--- src/logic/rdp_map.svh ---
// Timing and field constants for the dual reduced-pin Ethernet port block
`ifndef RDP_MAP_SVH
`define RDP_MAP_SVH
`define RDP_SYS_PERIOD_NS 10
`define RDP_TXC_PERIOD_10_NS 400
`define RDP_TXC_PERIOD_100_NS 40
`define RDP_TXC_CYC_10 (`RDP_TXC_PERIOD_10_NS / `RDP_SYS_PERIOD_NS)
`define RDP_TXC_CYC_100 (`RDP_TXC_PERIOD_100_NS / `RDP_SYS_PERIOD_NS)
`define RDP_NIB_LO 3:0
`define RDP_NIB_HI 7:4
`define RDP_PORTS 2
`define RDP_SYNC_W 6
`endif

--- src/logic/rdp_pkg.sv ---
// Types for the dual reduced-pin Ethernet port block
package rdp_pkg;
  typedef enum logic {
    RDP_SPD_10,
    RDP_SPD_100
  } rdp_speed_t;
  typedef enum logic {
    RDP_RX_WAIT_RISE,
    RDP_RX_WAIT_FALL
  } rdp_rx_state_t;
endpackage

--- src/logic/rdp_buf.sv ---
// Two-entry valid/ready buffer
`timescale 1ns/1ps
module rdp_buf #(
  parameter int W = 9
) (
  // Clock and reset
  input wire logic clk_sys_i,
  input wire logic rst_b_i,
  // Fill side
  input wire logic in_valid_i,
  output logic in_ready_o,
  input wire logic [W-1:0] in_data_i,
  // Drain side
  output logic out_valid_o,
  input wire logic out_ready_i,
  output logic [W-1:0] out_data_o
);
  logic [W-1:0] mem_q [0:1];
  logic rd_q;
  logic wr_q;
  logic [1:0] cnt_q;
  logic push;
  logic pop;

  assign in_ready_o = (cnt_q != 2'h2);
  assign out_valid_o = (cnt_q != 2'h0);
  assign out_data_o = mem_q[rd_q];
  assign push = in_valid_i & in_ready_o;
  assign pop = out_valid_o & out_ready_i;

  always_ff @(posedge clk_sys_i) begin
    if (push) begin
      mem_q[wr_q] <= in_data_i;
    end
  end

  always_ff @(posedge clk_sys_i) begin
    if (!rst_b_i) begin
      rd_q <= 1'b0;
      wr_q <= 1'b0;
      cnt_q <= 2'h0;
    end else begin
      if (push) begin
        wr_q <= ~wr_q;
      end
      if (pop) begin
        rd_q <= ~rd_q;
      end
      if (push && !pop) begin
        cnt_q <= cnt_q + 2'h1;
      end else if (pop && !push) begin
        cnt_q <= cnt_q - 2'h1;
      end
    end
  end
endmodule

--- src/logic/rdp_top.sv ---
// Dual reduced-pin double-edge Ethernet port pair, 10/100 Mbit/s only
// What this block does
// - Receive data nibbles are taken on both receive clock edges, rising into bits 3-0, falling into bits 7-4.
// - The receive control line is read as data-valid at the rising edge and as error at the falling edge.
// - Transmit data carries bits 3-0 for the rising transmit clock edge and bits 7-4 for the falling edge.
// - The transmit control line carries enable for the rising edge and error for the falling edge.
// - The transmit clock is always driven out delayed so data sits centred on its edges, with no way to turn that off.
// - Port 0 runs only at 10 or 100 Mbit/s, with no gigabit mode.
// - Port 1 likewise runs only at 10 or 100 Mbit/s, with no gigabit mode.
`timescale 1ns/1ps
`include "rdp_map.svh"
module rdp_top (
  // Clock and reset
  input wire logic clk_sys_i,
  input wire logic rst_b_i,
  // Link rate per port, 1 selects 100 Mbit/s, 0 selects 10 Mbit/s
  input wire logic [`RDP_PORTS-1:0] speed_100_i,
  // Receive pins from the PHY
  input wire logic [`RDP_PORTS-1:0] rgmii_rxc_i,
  input wire logic [`RDP_PORTS-1:0][3:0] rgmii_rxd_i,
  input wire logic [`RDP_PORTS-1:0] rgmii_rxctl_i,
  // Transmit pins to the PHY
  output logic [`RDP_PORTS-1:0] rgmii_txc_o,
  output logic [`RDP_PORTS-1:0][3:0] rgmii_txd_o,
  output logic [`RDP_PORTS-1:0] rgmii_txctl_o,
  // Received bytes toward the switch subsystem
  output logic [`RDP_PORTS-1:0] rx_valid_o,
  input wire logic [`RDP_PORTS-1:0] rx_ready_i,
  output logic [`RDP_PORTS-1:0][7:0] rx_data_o,
  output logic [`RDP_PORTS-1:0] rx_err_o,
  output logic [`RDP_PORTS-1:0] rx_drop_o,
  // Bytes to transmit from the switch subsystem
  input wire logic [`RDP_PORTS-1:0] tx_valid_i,
  output logic [`RDP_PORTS-1:0] tx_ready_o,
  input wire logic [`RDP_PORTS-1:0][7:0] tx_data_i,
  input wire logic [`RDP_PORTS-1:0] tx_err_i
);
  localparam logic [5:0] CYC_10 = 6'(`RDP_TXC_CYC_10);
  localparam logic [5:0] CYC_100 = 6'(`RDP_TXC_CYC_100);

  genvar p;
  generate
    for (p = 0; p < `RDP_PORTS; p++) begin : g_port
      // Receive side: all pins pass two flops before use
      logic [`RDP_SYNC_W-1:0] sync1_q;
      logic [`RDP_SYNC_W-1:0] sync2_q;
      logic rxc_prev_q;
      logic rise;
      logic fall;
      rdp_pkg::rdp_rx_state_t rx_state_q;
      logic [3:0] lo_q;
      logic dv_q;
      logic push_q;
      logic [8:0] push_data_q;
      logic rxb_ready;
      logic [8:0] rxb_out;
      logic drop_q;

      always_ff @(posedge clk_sys_i) begin
        if (!rst_b_i) begin
          sync1_q <= '0;
          sync2_q <= '0;
          rxc_prev_q <= 1'b0;
        end else begin
          sync1_q <= {rgmii_rxc_i[p], rgmii_rxctl_i[p], rgmii_rxd_i[p]};
          sync2_q <= sync1_q;
          rxc_prev_q <= sync2_q[5];
        end
      end

      // Receive clock is assumed already delayed against data by the PHY
      assign rise = sync2_q[5] & ~rxc_prev_q;
      assign fall = ~sync2_q[5] & rxc_prev_q;

      always_ff @(posedge clk_sys_i) begin
        if (!rst_b_i) begin
          rx_state_q <= rdp_pkg::RDP_RX_WAIT_RISE;
          lo_q <= 4'h0;
          dv_q <= 1'b0;
          push_q <= 1'b0;
          push_data_q <= 9'h000;
        end else begin
          push_q <= 1'b0;
          case (rx_state_q)
            rdp_pkg::RDP_RX_WAIT_RISE: begin
              // A falling edge seen while waiting here has no partner and is skipped
              if (rise) begin
                lo_q <= sync2_q[3:0];
                dv_q <= sync2_q[4];
                rx_state_q <= rdp_pkg::RDP_RX_WAIT_FALL;
              end
            end
            rdp_pkg::RDP_RX_WAIT_FALL: begin
              if (fall) begin
                // Byte formed only from nibbles of one clock period
                push_q <= dv_q;
                push_data_q <= {sync2_q[4], sync2_q[3:0], lo_q};
                rx_state_q <= rdp_pkg::RDP_RX_WAIT_RISE;
              end
            end
            default: begin
              rx_state_q <= rdp_pkg::RDP_RX_WAIT_RISE;
            end
          endcase
        end
      end

      // A byte arriving while the buffer is full is lost and flagged
      always_ff @(posedge clk_sys_i) begin
        if (!rst_b_i) begin
          drop_q <= 1'b0;
        end else begin
          drop_q <= push_q & ~rxb_ready;
        end
      end

      // Two entries absorb a short stall on the switch side
      rdp_buf #(
        .W(9)
      ) u_rx_buf (
        .clk_sys_i(clk_sys_i),
        .rst_b_i(rst_b_i),
        .in_valid_i(push_q),
        .in_ready_o(rxb_ready),
        .in_data_i(push_data_q),
        .out_valid_o(rx_valid_o[p]),
        .out_ready_i(rx_ready_i[p]),
        .out_data_o(rxb_out)
      );

      assign rx_data_o[p] = rxb_out[7:0];
      assign rx_err_o[p] = rxb_out[8];
      assign rx_drop_o[p] = drop_q;

      // Transmit side: clock made by division, only 10 or 100 Mbit/s rates
      rdp_pkg::rdp_speed_t speed;
      rdp_pkg::rdp_speed_t speed_q;
      logic [5:0] per;
      logic [5:0] phase_q;
      logic txb_valid;
      logic txb_pop;
      logic [8:0] txb_out;
      logic [3:0] hi_q;
      logic er_q;
      logic [3:0] txd_q;
      logic txctl_q;
      logic txc_q;

      assign speed = speed_100_i[p] ? rdp_pkg::RDP_SPD_100 : rdp_pkg::RDP_SPD_10;
      assign per = (speed_q == rdp_pkg::RDP_SPD_100) ? CYC_100 : CYC_10;
      assign txb_pop = (phase_q == 6'h00);

      // Rate is taken only at a period boundary, so a change never cuts a clock pulse
      always_ff @(posedge clk_sys_i) begin
        if (!rst_b_i) begin
          speed_q <= speed;
        end else if (phase_q >= per - 6'h01) begin
          speed_q <= speed;
        end
      end

      // Phase counter spans one transmit clock period
      always_ff @(posedge clk_sys_i) begin
        if (!rst_b_i) begin
          phase_q <= 6'h00;
        end else if (phase_q >= per - 6'h01) begin
          phase_q <= 6'h00;
        end else begin
          phase_q <= phase_q + 6'h01;
        end
      end

      always_ff @(posedge clk_sys_i) begin
        if (!rst_b_i) begin
          hi_q <= 4'h0;
          er_q <= 1'b0;
          txd_q <= 4'h0;
          txctl_q <= 1'b0;
        end else if (phase_q == 6'h00) begin
          // Empty buffer at period start sends zero in both slots
          hi_q <= txb_valid ? txb_out[7:4] : 4'h0;
          er_q <= txb_valid & txb_out[8];
          txd_q <= txb_valid ? txb_out[3:0] : 4'h0;
          txctl_q <= txb_valid;
        end else if (phase_q == (per >> 1)) begin
          txd_q <= hi_q;
          txctl_q <= er_q;
        end
      end

      // Clock edges land a quarter period after each data change
      always_ff @(posedge clk_sys_i) begin
        if (!rst_b_i) begin
          txc_q <= 1'b0;
        end else if (phase_q == (per >> 2)) begin
          txc_q <= 1'b1;
        end else if (phase_q == ((per >> 1) + (per >> 2))) begin
          txc_q <= 1'b0;
        end
      end

      // Two entries let the switch side hand over a byte while one waits
      rdp_buf #(
        .W(9)
      ) u_tx_buf (
        .clk_sys_i(clk_sys_i),
        .rst_b_i(rst_b_i),
        .in_valid_i(tx_valid_i[p]),
        .in_ready_o(tx_ready_o[p]),
        .in_data_i({tx_err_i[p], tx_data_i[p]}),
        .out_valid_o(txb_valid),
        .out_ready_i(txb_pop),
        .out_data_o(txb_out)
      );

      assign rgmii_txc_o[p] = txc_q;
      assign rgmii_txd_o[p] = txd_q;
      assign rgmii_txctl_o[p] = txctl_q;
    end
  endgenerate
endmodule

--- config.mk ---
export PLATFORM = sky130hd
export DESIGN_NAME = rdp_top
export DESIGN_NICKNAME = d
export VERILOG_FILES = /design/src/logic/rdp_pkg.sv /design/src/logic/rdp_buf.sv /design/src/logic/rdp_top.sv
export VERILOG_INCLUDE_DIRS = /design/src /design/src/logic
export SDC_FILE = /design/constraint.sdc
export NUM_CORES = 1
export LEC_CHECK = 0
export BUFFER_PORTS_ARGS = -buffer_cell sky130_fd_sc_hd__buf_4
export CORE_UTILIZATION = 30
export DETAILED_ROUTE_END_ITERATION = 6
export MAX_ROUTING_LAYER = met4
export SLEW_MARGIN = 30
export SYNTH_ARGS = -nofsm -noshare
export SYNTH_HDL_FRONTEND = slang
export SYNTH_SLANG_ARGS = --single-unit
--- constraint.sdc ---
create_clock -name clk_sys_i -period 1.9 [get_ports clk_sys_i]
set_input_delay 0.095 -clock clk_sys_i [delete_from_list [all_inputs] [get_ports clk_sys_i]]
set_output_delay 0.095 -clock clk_sys_i [all_outputs]
set_load 0.005 [all_outputs]
Yosys cells after proc, flatten, opt, wreduce, memory -nomap -nowiden
Memory sizes are Yosys's and may differ from the RTL's. A register that Yosys moved wholly into a read port is not among the register bits.
Cells that the tools add are included.
{ "classes": {"addsub": 14, "n_lt_le_gt_ge": 2, "eq_ne": 12, "mux": 54, "bitwise": 33, "reduce_logical": 38} }
{ "ops": {"columns": ["operator", "count"], "rows": [
  ["1-bit 2-to-1 mux", 34],
  ["4-bit 2-to-1 mux", 8],
  ["2-bit nonzero test", 12],
  ["1-bit NOT", 17],
  ["1-bit bitwise AND", 16],
  ["2-bit 2-to-1 mux", 8],
  ["5-bit by 4-bit adder with 6-bit output", 2],
  ["6-bit by 1-bit adder with 6-bit output (second input constant)", 2],
  ["6-bit by 4-bit equality test with 1-bit output", 2],
  ["6-bit by 5-bit equality test with 1-bit output", 2],
  ["6-bit equality test", 2],
  ["6-bit greater-or-equal comparator", 2],
  ["6-bit zero test", 2],
  ["6-bit 2-to-1 mux", 2],
  ["6-bit by 1-bit subtractor with 6-bit output (second input constant)", 2],
  ["2-bit by 1-bit adder with 2-bit output (second input constant)", 4],
  ["1-bit logical AND", 8],
  ["1-bit zero test", 8],
  ["2-bit != test (second input constant)", 4],
  ["2-bit AND reduction", 4],
  ["2-bit by 1-bit subtractor with 2-bit output (second input constant)", 4],
  ["3-bit AND reduction", 2],
  ["2-bit by 1-bit != test with 1-bit output (second input constant)", 2],
  ["1-bit case mux with 2 select lines", 2],
  ["2-bit OR reduction", 2]
]} }
{ "totals": {"regBits": 112, "mem_bits_rw": 72, "inputBits": 38, "out_inout_bits": 36, "mem_count": 4} }
{ "memory_table": {"columns": ["memory", "depth", "word_bits", "rd", "rd_clocked_by_memory_dff", "write_ports", "line", "rtl"], "rows": [
  ["g_port[0].u_rx_buf.mem_q", 2, 9, 1, 1, 1, "rdp_buf.sv:18", "logic [W-1:0] mem_q [0:1];"],
  ["g_port[0].u_tx_buf.mem_q", 2, 9, 1, 1, 1, "rdp_buf.sv:18", null],
  ["g_port[1].u_rx_buf.mem_q", 2, 9, 1, 1, 1, "rdp_buf.sv:18", null],
  ["g_port[1].u_tx_buf.mem_q", 2, 9, 1, 1, 1, "rdp_buf.sv:18", null]
]} }

Logic depth before layout (Yosys ltp)
Gate-level depths: netlist of run 1.
{ "logic_depth": {"depth_word": 6, "depth_mapped": 9, "depth_no_buf": 8} }

By module
From an unflattened synthesis of run 1, not the netlist that was laid out.
{ "unflattened": {"hier_cells": 570, "area_unflattened_um2": 7116.8} }
{ "by_module_without_submodules": {"columns": ["mod", "instances", "cells_per_inst", "area_per_inst_um2", "seq_area_each_um2"], "rows": [
  ["rdp_top", 1, 358, 3593.4, 1941.9],
  ["rdp_buf", 4, 53, 880.8, 640.6]
]} }

Least setup slack after synthesis of run 1
OpenSTA, ideal clock, no wires.
{ "synth_timing": {"path_kind": "register to register", "from": "reg g_port[0].phase_q[3]", "to": "reg g_port[0].u_tx_buf.cnt_q[1]", "setup_ns": 0.076, "t_arrival_ns": 1.888, "t_required_ns": 1.824, "slack_ns": -0.064, "stages_incl_launch_ff": 9, "path_buffers": 2, "period_less_slack_ns": 1.964, "cell_sequence": "dfxtp_1 > buf_2 > nor4_4 > o211a_1 > buf_4 > inv_1 > ha_1 > or3_1 > a21boi_0"} }
{ "synth_between": {"elab_chain_len": 5, "word_cells_on_any_way": 7, "classes_between": "1 x mux; 1 x bitwise; 5 x reduce/logical"} }
{ "synth_lines": {"columns": ["item", "line", "rtl"], "rows": [
  ["from (decl)", "rdp_top.sv:139", "logic [5:0] phase_q;"],
  ["from (signal assigned)", "rdp_top.sv:169", "phase_q <= phase_q + 6'h01;"],
  ["6-bit zero test *", "rdp_top.sv:151", "assign txb_pop = (phase_q == 6'h00);"],
  ["1-bit bitwise AND *", "rdp_buf.sv:29", "assign pop = out_valid_o & out_ready_i;"],
  ["1-bit zero test", "rdp_buf.sv:49", "if (push && !pop) begin"],
  ["1-bit logical AND", "rdp_buf.sv:49", null],
  ["2-bit 2-to-1 mux / 2-bit nonzero test (equally long branches)", null, null],
  ["to (signal assigned)", "rdp_buf.sv:50", "cnt_q <= cnt_q + 2'h1;"],
  ["to (signal assigned)", "rdp_buf.sv:52", "cnt_q <= cnt_q - 2'h1;"],
  ["to (decl)", "rdp_buf.sv:21", "logic [1:0] cnt_q;"]
]} }
Mark *: on every way between the ends. The rest lies on a longest branch, timed or not.
A chain may end at the register's enable or synchronous reset.

Worst setup path in the final report of run 1
Same ends and word-level chain as after synthesis.

==> impl_metrics.yaml, run 1 <==
timing:
  hold_violations: 0
  setup_viol: 0
  setup_ws_ns: 0.0832
  rsz0062_at_grt: "no"
  finalCritPeriodShare: 0.956
  fin_tns_setup_ns: 0
  clock_skew_ns: 0.0138
  slew_violations: 0
  slew_headroom: 0.565
  tightest_slew_ns: 0.651
  finalCriticalPeriod_ns: 1.82
  max_freq_mhz: 550
yosys:
  syn_avg_cell_area_sq_um: 12.6
  synth_cell_types: 48
  synth_compound_area_frac: 0.0500
  synth_area_leaders: "dfxtp_1 (31%), edfxtp_1 (31%), mux2i_1 (5.1%)"
  synth_top_cell_by_area: "dfxtp_1"
  synth_top_cell_area_share: 0.314
  ys_ff_latch: 188
  syn_area_sq_um: 7260
  synthAdderAreaFrac: 0.0207
  synthMuxAreaShare: 0.0960
  synth-simple-area-share: 0.143
  synth-xor-area-share: 0.0338
  synth_nets: 628
  synth_top_family_by_area: "simple AND/OR/NAND/NOR gates"
  synth_cells: 578
  seq_area_frac_synth: 0.621
  yosys_warnings: 0
global_route:
  grt_start_max_net_pins: 42
  grt.overflow.total: 0
  grt_first_pass_wirelength_mm: 20.1
  antenna_found_initial: 1
  track_usage: 0.108
  grt_pass1_vias: 4211
critical_path:
  r2r_start: "g_port[0].phase_q[3]$_SDFF_PP0_"
  r2r_slack_ns: 0.08
  r2r_cells: 7
  reg2reg_to: "g_port[0].u_tx_buf.cnt_q[1]$_SDFFE_PN0P_"
  end_kind: "flip-flop"
  start_kind: "flip-flop"
  crit_type: "flip-flop to flip-flop"
  crit_fanout: 3
  worstPathArrival_ns: 2.17
  cp.required_ns: 2.26
pwr:
  comb_power_share: 0.137
  clkPwrFrac: 0.368
  power.static_leakage_nw: 3.62
  seqPwrFrac: 0.495
  switchingPower_w: 0.00253
  p_per_area_nw_per_um2: 1060
  power_w: 0.00965
  cellInternalPower_w: 0.00711
  irDropWorstVdd_v: 0.000529
  swShare: 0.263
clocking:
  cts_inserted_buffers: 17
  cts_tree: "done"
  clock_sinks: 188
  h-tree-depth: 4
  clkTransAtPathRegs_ns: 0.08
  cts_setup_buffers: 0
  cts_root_buf: "clkbuf_16"
  insertion_delay_ns: 0.42
  clk_path_buf_depth: 2
worst_hold_path:
  min-delay-start: "rst_b_i"
  min_to: "g_port[0].push_q$_SDFF_PN0_"
  hp-class: "input port to flip-flop"
  hold_path_depth: 3
floorplanning:
  core_area_sq_um: 23600
  ios: 74
  fp.dieW_um: 158
  die_area_sq_um: 24800
  fp-row-count: 56
  start_util: 0.307
  die-height_um: 158
detailed_routing:
  firstDrtPassIters: 4
  vias: 4253
  route.detailed.drc: 0
  via_per_inst: 4.16
  drt-total-wl_mm: 12.4
  wire_per_inst_um: 12.1
  first_iter_violations: 121
  antenna_left: 0
job:
  maxCapViolCount: 0
layout:
  drive_gt1_frac: 0.240
  num-nets-final: 740
  area_growth_pct: 25.4
  finalInstanceArea_sq_um: 9100
  final_cell_mix: "dfxtp_1 (113), buf_4 (94), edfxtp_1 (74)"
  final_common_cell: "dfxtp_1"
  diodes: 0
placement:
  place.gp.congestion: 0.772
  dp_hpwl_mm: 8.20
  portBuffers: 73
  dpl-instance-area_sq_um: 8160
  post-place-ws_ns: 0.0223
outcome:
  outcome: "completed"
## per-layer routing
layer / GRT usage / wire, um
met5: - / 0
met1: 0.129 / 6130
met4: 0.0402 / 163
met3: 0.0278 / 414
met2: 0.176 / 5700
## cell usage after synthesis (all sizes together)
cell      n
o21a      2
o211a     1
dfxtp   114
and4bb    1
a21boi   14
mux2     29
nor2b    30
o21ai    10
nand2    30
edfxtp   74
o22ai     3
a21bo     1
and3b     1
nor3      1
and4      1
or2       5
o221ai    1
or2b      1
clkbuf   10
buf      23
xnor2    16
o31ai     5
xor2     12
nor4      1
mux2i    37
inv      16
nand2b    7
nor3b     1
ha       12
a211o     2
nand3     9
and2     47
o221a     3
or4       1
nor2     31
a21oi     5
and3      6
nand3b    5
a31oi     5
or3       5
## layout make-up
type | instances | area [sq um]
Inverter | 16 | 60.1
Timing Repair Buffer | 126 | 1030
Multi-Input combinational cell | 341 | 2520
Fill cell | 2313 | 14500
Tap cell | 319 | 399
Clock buffer | 19 | 454
Clock inverter | 13 | 139
Sequential cell | 188 | 4510
## metrics by stage
stage / utilization / instances / hold WS (ns)
after floorplan: - / 578 / 0.194
after global placement: 0.346 / 958 / 0.280
after detailed placement: 0.346 / 958 / 0.281
after CTS: 0.384 / 1022 / 0.105
after global routing: 0.385 / 1022 / 0.141
final: 0.385 / 1022 / 0.106
## power groups by stage
stage / combinational [W] / clock [W] / sequential, W
floorplan: 0.000975 / 0 / 0.00476
global placement: 0.00124 / 0 / 0.00487
detailed placement: 0.00125 / 0 / 0.00488
CTS: 0.00132 / 0.00369 / 0.00479
global route: 0.00147 / 0.00383 / 0.00482
finish: 0.00132 / 0.00355 / 0.00478
## state kept, by name (all words and copies together), names as in the netlist, 4 cells and up, named ones only
signal / flops
g_port.push_data_q: 18
g_port.sync1_q: 12
g_port.txd_q: 8
g_port.u_rx_buf.cnt_q: 4
g_port.lo_q: 8
g_port.sync2_q: 12
g_port.hi_q: 8
g_port.u_rx_buf.mem_q: 36
g_port.phase_q: 12
g_port.u_tx_buf.cnt_q: 4
g_port.u_tx_buf.mem_q: 36
## how the worst max path moves through the flow
| stage | cells past startpoint | from | slack [ns] | end |
|---|---|---|---|---|
| after global routing | 7 | g_port[0].phase_q[3]$_SDFF_PP0_ | 0.01 | g_port[0].u_tx_buf.cnt_q[1]$_SDFFE_PN0P_ |
| final | 7 | g_port[0].phase_q[3]$_SDFF_PP0_ | 0.08 | g_port[0].u_tx_buf.cnt_q[1]$_SDFFE_PN0P_ |
| after detailed placement | 7 | g_port[1].phase_q[1]$_SDFF_PP0_ | 0.02 | g_port[1].u_tx_buf.cnt_q[1]$_SDFFE_PN0P_ |
| after floorplan | 7 | g_port[0].phase_q[5]$_SDFF_PP0_ | 0.02 | g_port[0].u_tx_buf.cnt_q[1]$_SDFFE_PN0P_ |
| after global placement | 7 | g_port[1].phase_q[1]$_SDFF_PP0_ | 0.07 | g_port[1].u_tx_buf.cnt_q[1]$_SDFFE_PN0P_ |
| after CTS | 6 | g_port[0].phase_q[2]$_SDFF_PP0_ | 0.02 | g_port[0].u_tx_buf.cnt_q[1]$_SDFFE_PN0P_ |
## cell families (layout without fill, tap and decap cells)
| family | after synthesis | count (layout) |
|---|---|---|
| buf+inv | 49 | 174 |
| xor+xnor | 28 | 28 |
| simple gates | 183 | 183 |
| flops | 188 | 188 |
| mux | 66 | 66 |
| fa+ha+maj | 12 | 12 |
| compound gates | 52 | 52 |
## critical path, cell delays in order, from the launching register on
cell	delay [ns]
dfxtp_1	0.35
nor4_4	0.31
o211a_1	0.20
inv_1	0.08
ha_4	0.16
xor2_1	0.15
or3_1	0.36
a21boi_2	0.15
## what timing repair did
| action | CTS | global route |
|---|---|---|
| pin swaps | 0 | 2 |
| hold buffers | 32 | 0 |
| endpoints found under the setup margin | 2 | 2 |
| hold endpoints to repair | 50 | 0 |
| resized for setup | 2 | 3 |
No activity file was read; power rests on OpenSTA's default activity.
==> run 2, diff against run 1 <==
--- a/config.mk
+++ b/config.mk
@@ -7,6 +7,7 @@
 export NUM_CORES = 1
 export LEC_CHECK = 0
 export BUFFER_PORTS_ARGS = -buffer_cell sky130_fd_sc_hd__buf_4
+export CORE_ASPECT_RATIO = 0.7
 export CORE_UTILIZATION = 30
 export DETAILED_ROUTE_END_ITERATION = 6
 export MAX_ROUTING_LAYER = met4
==> impl_metrics.yaml, run 2 (synthesis results as in run 1) <==
detailed_routing:
  vias: 4280
  route.detailed.drc: 0
  wire_per_inst_um: 12.5
  via_per_inst: 4.19
  drt-total-wl_mm: 12.8
  first_iter_violations: 219
  firstDrtPassIters: 4
  antenna_left: 0
clocking:
  cts_root_buf: "clkbuf_16"
  clk_path_buf_depth: 2
  cts_inserted_buffers: 17
  clock_sinks: 188
  cts_tree: "done"
  clkTransAtPathRegs_ns: 0.07
  insertion_delay_ns: 0.42
  h-tree-depth: 4
timing:
  slew_headroom: 0.620
  setup_viol: 0
  max_freq_mhz: 565
  tightest_slew_ns: 0.569
  finalCritPeriodShare: 0.932
  hold_violations: 0
  clock_skew_ns: 0.00879
  finalCriticalPeriod_ns: 1.77
  slew_violations: 0
  worst_hold_slack_ns: 0.0993
critical_path:
  critPathTopFamily: "simple AND/OR/NAND/NOR gates"
  max_stage_delay_ns: 0.36
  path_cells: "nor4_4, o211a_1, inv_1, ha_4, xor2_1, or3_1, a21boi_1"
  cp.depth: 7
  start_kind: "flip-flop"
  r2r_slack_ns: 0.13
  end_kind: "flip-flop"
  path_buf_inv: 1
  crit_fanout: 6
  crit_type: "flip-flop to flip-flop"
  r2r_cells: 7
  cpMaxStageDelayCell: "dfxtp_2"
  cp.required_ns: 2.26
  worstPathArrival_ns: 2.13
global_route:
  track_usage: 0.113
  antenna_found_initial: 0
  grt.overflow.total: 0
  grt_pass1_vias: 4233
  grt_first_pass_wirelength_mm: 21.4
  grt_start_max_net_pins: 50
worst_hold_path:
  hp-class: "input port to flip-flop"
  hold_path_depth: 3
layout:
  finalInstanceArea_sq_um: 9120
  diodes: 0
  area_growth_pct: 25.6
  final_cell_mix: "dfxtp_1 (112), buf_4 (93), edfxtp_1 (74)"
  final_common_cell: "dfxtp_1"
  fill_cells: 2272
  drive_gt1_frac: 0.242
  num-nets-final: 740
  biggestRegsByFlops: "g_port.u_rx_buf.mem_q: 36 flops, g_port.u_tx_buf.mem_q: 36 flops, g_port.push_data_q: 18 flops"
floorplanning:
  start_util: 0.306
  fp.dieW_um: 188
  ios: 74
  die_area_sq_um: 24800
  fp-row-count: 47
  core_area_sq_um: 23700
  die-height_um: 132
placement:
  portBuffers: 73
  dpl-instance-area_sq_um: 8170
  dp_hpwl_mm: 8.49
  place.gp.congestion: 0.757
pwr:
  power_w: 0.00975
  irDropWorstVdd_v: 0.000688
  p_per_area_nw_per_um2: 1070
  power.static_leakage_nw: 3.62
outcome:
  outcome: "completed"
job:
  maxCapViolCount: 0
## run 2: report_power, final
| group | switching, W | internal [W] | total [W] |
|---|---|---|---|
| logic | 0.000593 | 0.000732 | 0.00133 |
| clock network | 0.00160 | 0.00205 | 0.00364 |
| registers | 0.000237 | 0.00454 | 0.00478 |
| total | 0.00243 | 0.00732 | 0.00975 |
## run 2: path summary, 6_finish.rpt
kind | start | endpoint
setup / recovery | g_port[0].phase_q[2]$_SDFF_PP0_ | g_port[0].u_tx_buf.cnt_q[1]$_SDFFE_PN0P_
hold / removal | rst_b_i | g_port[1].push_q$_SDFF_PN0_
setup reg to reg | g_port[0].phase_q[2]$_SDFF_PP0_ | g_port[0].u_tx_buf.cnt_q[1]$_SDFFE_PN0P_
hold reg to reg | g_port[1].dv_q$_SDFFE_PN0P_ | g_port[1].push_q$_SDFF_PN0_
## run 2: final cells by class
class	count	area [sq um]	area share
sequential	188	4510	0.494
multi-input combinational	341	2510	0.275
timing repair buffer	126	1040	0.114
clock buffer	19	453	0.0497
tap	318	398	0.0436
clock inverter	13	153	0.0167
inverter	16	60.1	0.00659
## run 2: worst min-delay path, stage by stage
cell,delay (ns)
buf_4,0.23
nand2_1,0.11
nor2_1,0.03
## run 2: routing by layer
| metal | GRT usage | share of wire | wire, um | up-vias |
|---|---|---|---|---|
| li1 | - | - | - | 2209 |
| met1 | 0.157 | 0.54 | 6900 | 1996 |
| met2 | 0.155 | 0.41 | 5260 | 64 |
| met3 | 0.0365 | 0.040 | 506 | 11 |
| met4 | 0.0339 | 0.0086 | 110 | 0 |
| met5 | - | 0 | 0 | - |
## run 2: what timing repair did
item                                   in CTS  in global routing
gates resized for setup                     0                  4
endpoints found under the hold margin      50                  0
setup endpoints to repair                   0                  2
buffers inserted                            0                  1
hold buffers                               32                  0
## run 2: through the flow
step / setup WS [ns] / util / TNS (ns) / std cells
floorplan: 0.0238 / - / 0 / 578
global placement: 0.112 / 0.345 / 0 / 956
detailed placement: 0.0530 / 0.345 / 0 / 956
CTS: 0.0204 / 0.384 / 0 / 1020
global route: -0.0170 / 0.385 / -0.0170 / 1021
finish: 0.129 / 0.385 / 0 / 1021
